--- config.mk ---
export PLATFORM = sky130hd
export DESIGN_NAME = pwa_output_a
export DESIGN_NICKNAME = d
export VERILOG_FILES = /design/src/pwa_pkg.sv /design/src/pwa_action_apply.sv /design/src/pwa_output_a.sv
export SDC_FILE = /design/constraint.sdc
export NUM_CORES = 1
export LEC_CHECK = 0
export BUFFER_PORTS_ARGS = -buffer_cell sky130_fd_sc_hd__buf_2
export CAP_MARGIN = 20
export CORE_ASPECT_RATIO = 0.9
export CORE_MARGIN = 1
export CORE_UTILIZATION = 44
export DETAILED_ROUTE_END_ITERATION = 10
export GPL_ROUTABILITY_DRIVEN = 0
export GPL_TIMING_DRIVEN = 0
export HOLD_SLACK_MARGIN = 0.08
export MAX_ROUTING_LAYER = met4
export PLACE_DENSITY_LB_ADDON = 0.25
export SYNTH_ARGS = -nofsm -noshare
export SYNTH_HDL_FRONTEND = slang
export SYNTH_HIERARCHICAL = 1
export SYNTH_SLANG_ARGS = --single-unit
--- constraint.sdc ---
create_clock -name mclk_i -period 2.87 [get_ports mclk_i]
set_input_delay 0.4305 -clock mclk_i [delete_from_list [all_inputs] [get_ports mclk_i]]
set_output_delay 0.4305 -clock mclk_i [all_outputs]
set_load 0.005 [all_outputs]
--- src/pwa_pkg.sv ---
package pwa_pkg;

  // =====================================================================
  // Register map
  // =====================================================================
  localparam logic [11:0] ADDR_ACTIONS = 12'h060;
  localparam logic [11:0] ADDR_STATUS = 12'h070;
  localparam logic [31:0] ACTIONS_RESET = 32'h0000_0000;
  localparam logic [31:0] ACTIONS_WMASK = 32'h0000_0FFF;

  // =====================================================================
  // Field positions (low bit of each 2-bit action field, and the output bit of the status word)
  // =====================================================================
  localparam int ZERO_POS = 0;
  localparam int LOAD_POS = 2;
  localparam int CMP_A_UP_POS = 4;
  localparam int CMP_A_DOWN_POS = 6;
  localparam int CMP_B_UP_POS = 8;
  localparam int CMP_B_DOWN_POS = 10;
  localparam int STATUS_OUT_POS = 0;

  localparam logic OUT_RESET = 1'b0;
  localparam logic MODE_UP_DOWN = 1'b1;

  // =====================================================================
  // Action codes
  // =====================================================================
  typedef enum logic [1:0] {
    ACT_HOLD = 2'h0,
    ACT_TOGGLE = 2'h1,
    ACT_CLEAR = 2'h2,
    ACT_SET = 2'h3
  } pwa_action_type;

  typedef struct packed {
    logic zero;
    logic load;
    logic cmp_a;
    logic cmp_b;
    logic count_up;
  } pwa_events_type;

endpackage

--- src/pwa_action_apply.sv ---
`timescale 1ns/10ps
module pwa_action_apply (
  input wire logic [1:0] action_i,
  input wire logic current_i,
  output logic next_o
);

  always_comb begin
    unique case (pwa_pkg::pwa_action_type'(action_i))
      pwa_pkg::ACT_HOLD: next_o = current_i;
      pwa_pkg::ACT_TOGGLE: next_o = ~current_i;
      pwa_pkg::ACT_CLEAR: next_o = 1'b0;
      pwa_pkg::ACT_SET: next_o = 1'b1;
    endcase
  end

endmodule // pwa_action_apply

--- src/pwa_output_a.sv ---
// Operation
// - Compare B match counting up applies field 9:8.
// - Compare B up event only in up/down mode.
// - Compare A match counting down applies field 7:6.
// - Compare A match counting up applies field 5:4.
// - Compare A up event only in up/down mode.
// - Counter equal to load applies field 3:2.
// - Counter at zero applies field 1:0.
// - Code 0 holds output, code 1 toggles it.
// - Code 2 drives output low, code 3 drives high.
// - Zero or load event beats any compare event.
// - Compare A beats compare B for output A.
// - Down-only mode: four events; up/down mode: all six.
`timescale 1ns/10ps
module pwa_output_a (
  input wire logic mclk_i,
  input wire logic nrst_i,
  input wire logic psel_i,
  input wire logic penable_i,
  input wire logic pwrite_i,
  input wire logic [11:0] paddr_i,
  input wire logic [31:0] pwdata_i,
  output logic [31:0] prdata_o,
  output logic pready_o,
  output logic pslverr_o,
  input wire logic mode_up_down_i,
  input wire logic count_up_i,
  input wire logic zero_match_i,
  input wire logic load_match_i,
  input wire logic cmp_a_match_i,
  input wire logic cmp_b_match_i,
  output logic generator_output_a_o
);

  // =====================================================================
  // Field access
  // =====================================================================
  function automatic logic [1:0] field_at(input logic [31:0] reg_value, input int pos);
    field_at = reg_value[pos +: 2];
  endfunction

  // Address decode shared by the read path and the write strobe
  function automatic logic hits_actions(input logic [11:0] addr);
    hits_actions = (addr == pwa_pkg::ADDR_ACTIONS);
  endfunction

  function automatic logic hits_status(input logic [11:0] addr);
    hits_status = (addr == pwa_pkg::ADDR_STATUS);
  endfunction

  // Only the live output level, every other bit reads zero
  function automatic logic [31:0] status_word(input logic level);
    status_word = 32'h0000_0000;
    status_word[pwa_pkg::STATUS_OUT_POS] = level;
  endfunction

  // =====================================================================
  // State
  // =====================================================================
  logic [31:0] output_a_event_actions;
  logic [31:0] next_output_a_event_actions;
  logic out_a;
  logic next_out_a;
  logic [31:0] prdata;
  logic [31:0] next_prdata;
  logic pready;
  logic next_pready;
  logic pslverr;
  logic next_pslverr;
  pwa_pkg::pwa_events_type ev;
  logic [1:0] chosen_action;
  logic event_hit;
  logic applied;
  logic mode_is_up_down;
  logic zero_event;
  logic load_event;
  logic cmp_a_down_event;
  logic cmp_a_up_event;
  logic cmp_a_seen;
  logic cmp_b_down_event;
  logic cmp_b_up_event;
  logic setup_phase;
  logic access_done;
  logic write_strobe;
  logic [31:0] read_word;
  logic read_error;

  assign ev = '{
    zero: zero_match_i,
    load: load_match_i,
    cmp_a: cmp_a_match_i,
    cmp_b: cmp_b_match_i,
    count_up: count_up_i
  };

  // =====================================================================
  // Event qualification
  // =====================================================================
  assign mode_is_up_down = (mode_up_down_i == pwa_pkg::MODE_UP_DOWN);
  assign zero_event = ev.zero;
  assign load_event = ev.load;
  assign cmp_a_down_event = ev.cmp_a && !ev.count_up;
  // Up-count matches exist only in up/down mode
  assign cmp_a_up_event = ev.cmp_a && ev.count_up && mode_is_up_down;
  assign cmp_b_down_event = ev.cmp_b && !ev.count_up;
  assign cmp_b_up_event = ev.cmp_b && ev.count_up && mode_is_up_down;
  // A raw compare A match masks compare B even when it is no event itself
  assign cmp_a_seen = ev.cmp_a;

  // =====================================================================
  // Event selection
  // =====================================================================
  // Zero and load never coincide in practice; zero checked first.
  always_comb begin
    chosen_action = pwa_pkg::ACT_HOLD;
    event_hit = 1'b1;
    if (zero_event) begin
      chosen_action = field_at(output_a_event_actions, pwa_pkg::ZERO_POS);
    end else if (load_event) begin
      chosen_action = field_at(output_a_event_actions, pwa_pkg::LOAD_POS);
    end else if (cmp_a_down_event) begin
      chosen_action = field_at(output_a_event_actions, pwa_pkg::CMP_A_DOWN_POS);
    end else if (cmp_a_up_event) begin
      chosen_action = field_at(output_a_event_actions, pwa_pkg::CMP_A_UP_POS);
    end else if (cmp_a_seen) begin
      // Up-count compare A outside up/down mode is no event, and still masks B
      event_hit = 1'b0;
    end else if (cmp_b_down_event) begin
      chosen_action = field_at(output_a_event_actions, pwa_pkg::CMP_B_DOWN_POS);
    end else if (cmp_b_up_event) begin
      chosen_action = field_at(output_a_event_actions, pwa_pkg::CMP_B_UP_POS);
    end else begin
      event_hit = 1'b0;
    end
  end

  pwa_action_apply u_apply (
    .action_i(chosen_action),
    .current_i(out_a),
    .next_o(applied)
  );

  always_comb begin
    next_out_a = event_hit ? applied : out_a;
    if (!nrst_i) begin
      next_out_a = pwa_pkg::OUT_RESET;
    end
  end

  always_ff @(posedge mclk_i) begin
    out_a <= next_out_a;
  end

  // =====================================================================
  // APB slave, zero wait states
  // =====================================================================
  // Ready is raised from the setup cycle, so every access phase lasts one cycle
  assign setup_phase = psel_i && !penable_i;
  assign access_done = psel_i && penable_i && pready;
  // Writes land only at the completing edge, never in the setup cycle
  assign write_strobe = access_done && pwrite_i && hits_actions(paddr_i);

  always_comb begin
    read_word = 32'h0000_0000;
    read_error = 1'b0;
    if (hits_actions(paddr_i)) begin
      read_word = output_a_event_actions;
    end else if (hits_status(paddr_i)) begin
      read_word = status_word(out_a);
    end else begin
      read_error = 1'b1;
    end
  end

  always_comb begin
    next_output_a_event_actions = output_a_event_actions;
    if (write_strobe) begin
      // Reserved bits are never stored, so they always read back zero
      next_output_a_event_actions = pwdata_i & pwa_pkg::ACTIONS_WMASK;
    end
    if (!nrst_i) begin
      next_output_a_event_actions = pwa_pkg::ACTIONS_RESET;
    end
  end

  always_ff @(posedge mclk_i) begin
    output_a_event_actions <= next_output_a_event_actions;
  end

  always_comb begin
    next_prdata = prdata;
    next_pready = 1'b0;
    next_pslverr = 1'b0;
    if (setup_phase) begin
      next_pready = 1'b1;
      next_prdata = read_word;
      next_pslverr = read_error;
    end
    if (!nrst_i) begin
      next_prdata = 32'h0000_0000;
      next_pready = 1'b0;
      next_pslverr = 1'b0;
    end
  end

  always_ff @(posedge mclk_i) begin
    prdata <= next_prdata;
    pready <= next_pready;
    pslverr <= next_pslverr;
  end

  // =====================================================================
  // Outputs, each straight from its flip-flop
  // =====================================================================
  assign prdata_o = prdata;
  assign pready_o = pready;
  assign pslverr_o = pslverr;
  assign generator_output_a_o = out_a;

endmodule // pwa_output_a

; ---- Word level (Yosys, flattened, before mapping)
; Index checks and enable logic that the tools add are counted.
[totals]
reg_bits = 47
input_bits = 55
output_inout_bits = 35
elab_cells = 49
[op_classes]
eq_ne = 5
mux = 19
bitwise = 4
reduce_logical = 16
[op_table]
columns = operator, n
row1 = == test 12 x 7 -> 1 bit (second input constant), 2
row2 = 2-to-1 mux 2 bit, 7
row3 = 2-to-1 mux 12 bit, 1
row4 = logical AND 1 bit, 11
row5 = 2-to-1 mux 1 bit, 10
row6 = == test 2 bit (second input constant), 2
row7 = inverter 1 bit, 4
row8 = one-hot mux 1 bit (3 select lines), 1
row9 = OR reduction 3 bit, 1
row10 = == test 2 x 1 -> 1 bit (second input constant), 1
row11 = zero test 1 bit, 2
row12 = zero test 2 bit, 1
row13 = AND reduction 2 bit, 1

; ---- Longest topological paths before layout
[depth]
depth_word = 12
ltp_mapped = 8
depth_no_buf = 8

; ---- By module
; The synthesis kept the hierarchy.
[by_module_without_submodules]
columns = module, n_inst, cells_per_inst, area_each_um2, seq_area_each_um2
row1 = pwa_output_a, 1, 143, 1323.8, 540.5
row2 = pwa_action_apply, 1, 2, 30.0, 0.0

; ---- Least setup slack after synthesis
; No wires, ideal clock.
[synth_path]
path_type = input to register
startpoint = input port load_match_i
endpoint = register out_a (netlist: generator_output_a_o)
setup_time_ps = 116
t_arrival_ps = 1444
required_ps = 2754
path_slack_ps = 1310
path_stages = 7
n_path_buf = 0
cell_sequence = or2_2 a221oi_1 a21oi_1 nand2b_4 xnor2_2 mux2i_1 nor2b_1
[synth_via]
word_cells_on_any_way = 11
cone_classes = 3 x eq/ne / 5 x mux / 1 x bitwise / 2 x reduce/logical
[synth_rtl]
columns = element, line
row1 = start: declaration, pwa_output_a.sv:29  ; input wire logic load_match_i,
row2 = 2-to-1 mux 2 bit (*), pwa_output_a.sv:119  ; end else if (load_event) begin
row3 = 2-to-1 mux 2 bit (*), pwa_output_a.sv:117  ; if (zero_event) begin
row4 = net chosen_action[1], pwa_output_a.sv:71  ; logic [1:0] chosen_action;
row5 = == test 2 bit or == test 2 x 1 -> 1 bit (tied branches), pwa_action_apply.sv:9  ; unique case (pwa_pkg::pwa_action_type'(action_i))
row6 = one-hot mux 1 bit (3 select lines) (*), pwa_action_apply.sv:9
row7 = net applied, pwa_output_a.sv:73  ; logic applied;
row8 = end signal: assignment, pwa_output_a.sv:151  ; out_a <= next_out_a;
row9 = end: declaration, pwa_output_a.sv:62  ; logic out_a;
; The timed path passes the listed nets; every way through them passes the cells marked *.
; A chain may end at the register's enable or synchronous reset.

; ---- Final worst setup path
[layout_path]
startpoint = input port paddr_i[9]
endpoint = register output_a_event_actions[11]
[layout_via]
elab_chain_len = 2
[layout_rtl]
columns = element, line
row1 = start: declaration, pwa_output_a.sv:21  ; input wire logic [11:0] paddr_i,
row2 = == test 12 x 7 -> 1 bit, pwa_output_a.sv:44  ; hits_actions = (addr == pwa_pkg::ADDR_ACTIONS);
row3 = logical AND 1 bit, pwa_output_a.sv:161  ; assign write_strobe = access_done && pwrite_i && hits_actions(paddr_i);
row4 = end signal: assignment, pwa_output_a.sv:187  ; output_a_event_actions <= next_output_a_event_actions;
row5 = end: declaration, pwa_output_a.sv:60  ; logic [31:0] output_a_event_actions;
; Every way passes these cells.

==> results by group <==
Power
  • Lkg Pwr: 0.8578 nW
  • Pwr dens: 365.2 nW/um^2
  • IR drop worst, VDD: ~0.00015 V

Setup path
  • Ordered list of cells on the worst path: buf_2 -> nor4_2 -> and3_1 -> and3_1 -> buf_6 -> buf_12 -> mux2i_1
  • Reg2reg end: generator_output_a_o
  • Last element of the critical path: output_a_event_actions[11]
  • Longest individual stage delay on the worst path: 0.27 ns
  • Data arrival, critical path: between 1.5 and 2 ns
  • Worst Path Buf+Inv: 3
  • Startpoint of the worst register-to-register path: output_a_event_actions[10]
  • Startpoint type of the worst setup path: input port
  • CP top delay family: simple AND/OR/NAND/NOR gates
  • Library cell contributing the largest single delay on the critical path: sky130_fd_sc_hd__nor4_2
  • Kind of critical path: in -> reg
  • Type of element capturing the critical path: register
  • Req. time, crit path: 3.13 ns
  • Maximum fanout along the worst path: 10
  • Worst setup slack for register-to-register paths: 1.47 ns
  • Reg2reg path depth: 7
  • Most prevalent standard cell on the critical path: sky130_fd_sc_hd__and3_1
  • Logic depth of the worst setup path including buffers: 7
  • Origin of the worst setup path: paddr_i[9]

Clock network
  • Post-CTS Setup Bufs: 0
  • # clock sinks: 27
  • Clock network latency to the later pin of the worst-skew pair: 0.33 ns
  • Hold-fix buffer count after cts: 0
  • CTS Root Buffer Type: sky130_fd_sc_hd__clkbuf_4
  • Number of instances resized during post-cts repair: 0
  • Clk pin slew, worst setup/hold paths: 0.15 ns
  • TritonCTS clock tree: built
  • Number of H-tree levels: 1
  • Maximum root-to-sink buffer count: 2
  • Clock buffer count from CTS: 3

Die
  • Die extent in x: a little over 60 um
  • # IOs: 90
  • Initial core utilization: 0.4771
  • Number of placement rows: 18
  • Die boundary height: 54.62 um
  • Floorplan core area: around 2800 um^2
  • Die Area: roughly 3300 um^2

Synthesis
  • Cell type with the highest aggregate area in the netlist: sky130_fd_sc_hd__dfxtp_1
  • Dominant cells by area after synthesis: sky130_fd_sc_hd__dfxtp_1 40%, sky130_fd_sc_hd__buf_4 11%, sky130_fd_sc_hd__mux2i_1 9.6%
  • Synth Instances: ~150
  • Synth Flop Type: sky130_fd_sc_hd__dfxtp_1
  • Share of Yosys cell area claimed by the top area cell type: 0.3993
  • Sequential area share after synthesis: 0.3993
  • Post-synth EDFFs: 0
  • Most common cell in the netlist: sky130_fd_sc_hd__dfxtp_1
  • Count of yosys warnings during synthesis: 6
  • Synthesized area per cell: 9.337 um^2
  • Fraction of registers with async set/reset: 0
  • Flop and latch count out of synthesis: 27
  • Post-synth design cell area: ~1400 um^2
  • Distinct cells, synth: 32
  • Top cells by instance count after synthesis: 27 x sky130_fd_sc_hd__dfxtp_1, 24 x sky130_fd_sc_hd__nand2_1, 20 x sky130_fd_sc_hd__buf_4

Timing
  • Max-slew violation total from the final report: 0
  • Setup_tns: 0 ns
  • Min cycle time layout: 1.432 ns
  • Ratio of final minimum period to clock period: 0.4991
  • Post-route worst setup slack: approximately 1.4 ns
  • Unrepaired setup endpoints after global routing: false
  • Fmax: between 0.6 and 0.7 GHz
  • Total of endpoints with negative setup slack in the final report: 0
  • Final hold vios: 0
  • Skew final: 0.009979 ns

GRT
  • Number of global-route vias before repair: around 1100
  • Antenna violations before repair: 0
  • Gr ovfl total: 0
  • Largest net degree at the start of global routing: 16
  • Wire length of the first global-routing pass: between 4000 and 5000 um
  • Global-route usage over all layers: 0.2028

Layout
  • Final core utilization: 0.6142
  • Number of nets in the final layout: 272
  • Number of inserted filler cells in the final layout: 259
  • Ratio of cells with drive above 1 in the final layout: 0.3981
  • Antenna diode count: 0
  • Count of placed standard cells in the final layout, fillers left out: 256
  • Layout overhead on the synthesized area: 28.74%

Drt
  • Wire length reported by the detailed router: between 2000 and 3000 um
  • Post-route ant nets: 0
  • DRC Markers: 0
  • Count of routing violations after the opening detailed-route iteration: 58
  • WL/cell: ~11 um
  • Detailed-route via count: 1201
  • Detailed-route vias per instance: 4.691
  • First-pass detailed-route iteration total: 4

Placed design
  • Worst-case setup slack after placement: between 1 and 1.5 ns
  • Post-placement cell count: 252
  • Final HPWL from detailed placement: 2315 um
  • Number of port buffers: 48

Outcome
  • Result of the run: complete, no violations

Hold path
  • Class of the tightest hold or removal check: in -> reg

Run
  • Max-cap check violation count: 0
[power by group]
group / internal, mW / switching, mW
Clock: 0.0523 / 0.114
Sequential: 0.377 / 0.00209
Combinational: 0.0501 / 0.0414
[cell families after synthesis]
| kind of cell | count (synthesis) | share of synthesized area |
|---|---|---|
| and+or+nand+nor | 45 | 0.1839 |
| buffers and inverters | 33 | 0.1673 |
| DFF | 27 | 0.3993 |
| AOI/OAI and AO/OA | 24 | 0.1303 |
| muxes | 14 | 0.1044 |
| xor gates and xnor gates | 1 | 0.01202 |
| other | 1 | 0.002770 |
[routing by layer]
layer  vias up  track usage  wire length [um]
li1        603            -                 -
met1       542       0.2343              1188
met2        47       0.3590              1493
met3         9      0.02837               156
met4         0      0.07576                51
met5         -            -                 0
[how the worst min path moves through the flow]
stage,from,endpoint,slack (ns),cells past startpoint
after floorplan,output_a_event_actions[0],output_a_event_actions[0],0.45,2
after global placement,prdata_o[0],prdata_o[0],0.45,1
after detailed placement,prdata_o[11],prdata_o[11],0.46,1
after CTS,pwdata_i[1],output_a_event_actions[1],0.33,3
after global routing,pwdata_i[6],output_a_event_actions[6],0.32,3
final,pwdata_i[3],output_a_event_actions[3],0.33,3
[layout by cell type (no fill, tap or decap), types with 2 or more instances in the layout]
cell type	Yosys	final
sky130_fd_sc_hd__buf_2	3	51
sky130_fd_sc_hd__dfxtp_1	27	27
sky130_fd_sc_hd__nand2_1	24	24
sky130_fd_sc_hd__buf_4	20	20
sky130_fd_sc_hd__conb_1	1	20
sky130_fd_sc_hd__mux2i_1	13	13
sky130_fd_sc_hd__a22o_1	11	11
sky130_fd_sc_hd__a21oi_1	7	7
sky130_fd_sc_hd__inv_1	6	6
sky130_fd_sc_hd__and3_1	3	3
sky130_fd_sc_hd__nand3_1	3	3
sky130_fd_sc_hd__clkbuf_4	0	3
sky130_fd_sc_hd__nor2b_1	2	2
sky130_fd_sc_hd__or2_2	2	2
sky130_fd_sc_hd__a221oi_1	2	2
sky130_fd_sc_hd__o21ai_0	2	2
sky130_fd_sc_hd__nand3b_1	2	2
sky130_fd_sc_hd__clkbuf_1	2	2
[area by class of cell]
type | instances | area, um^2 | share of cell area
Multi-Input combinational cell | 104 | 658.1 | 0.3776
Sequential cell | 27 | 540.5 | 0.3101
Timing Repair Buffer | 48 | 240.2 | 0.1378
Buffer | 27 | 203.9 | 0.1170
Tap cell | 40 | 50.05 | 0.02872
Clock buffer | 3 | 22.52 | 0.01292
Inverter | 6 | 22.52 | 0.01292
Clock inverter | 1 | 5.005 | 0.002872
[worst reg2reg max path: stages, from the launching register on]
cell                       delay [ns]
sky130_fd_sc_hd__dfxtp_1         0.40
sky130_fd_sc_hd__inv_1           0.06
sky130_fd_sc_hd__o21ai_0         0.19
sky130_fd_sc_hd__nand3b_1        0.11
sky130_fd_sc_hd__a21oi_1         0.26
sky130_fd_sc_hd__xnor2_2         0.14
sky130_fd_sc_hd__mux2i_1         0.08
sky130_fd_sc_hd__nor2b_1         0.10
[registers in the layout, indices dropped and copies added (netlist names)]
signal and cells:
output_a_event_actions 12, prdata_o 12, pready_o 1, pslverr_o 1, generator_output_a_o 1
[per-stage QoR]
| step | power [mW] | hold WS, ns | instance area [um^2] |
|---|---|---|---|
| finish | 0.6366 | 0.3268 | 1743 |
| global route | 0.6693 | 0.3195 | 1743 |
| CTS | 0.6355 | 0.3310 | 1743 |
| detailed placement | 0.4777 | 0.4588 | 1715 |
| global placement | 0.4752 | 0.4496 | 1715 |
| floorplan | 0.4423 | 0.4457 | 1425 |
No activity file was read; power rests on OpenSTA's default activity.
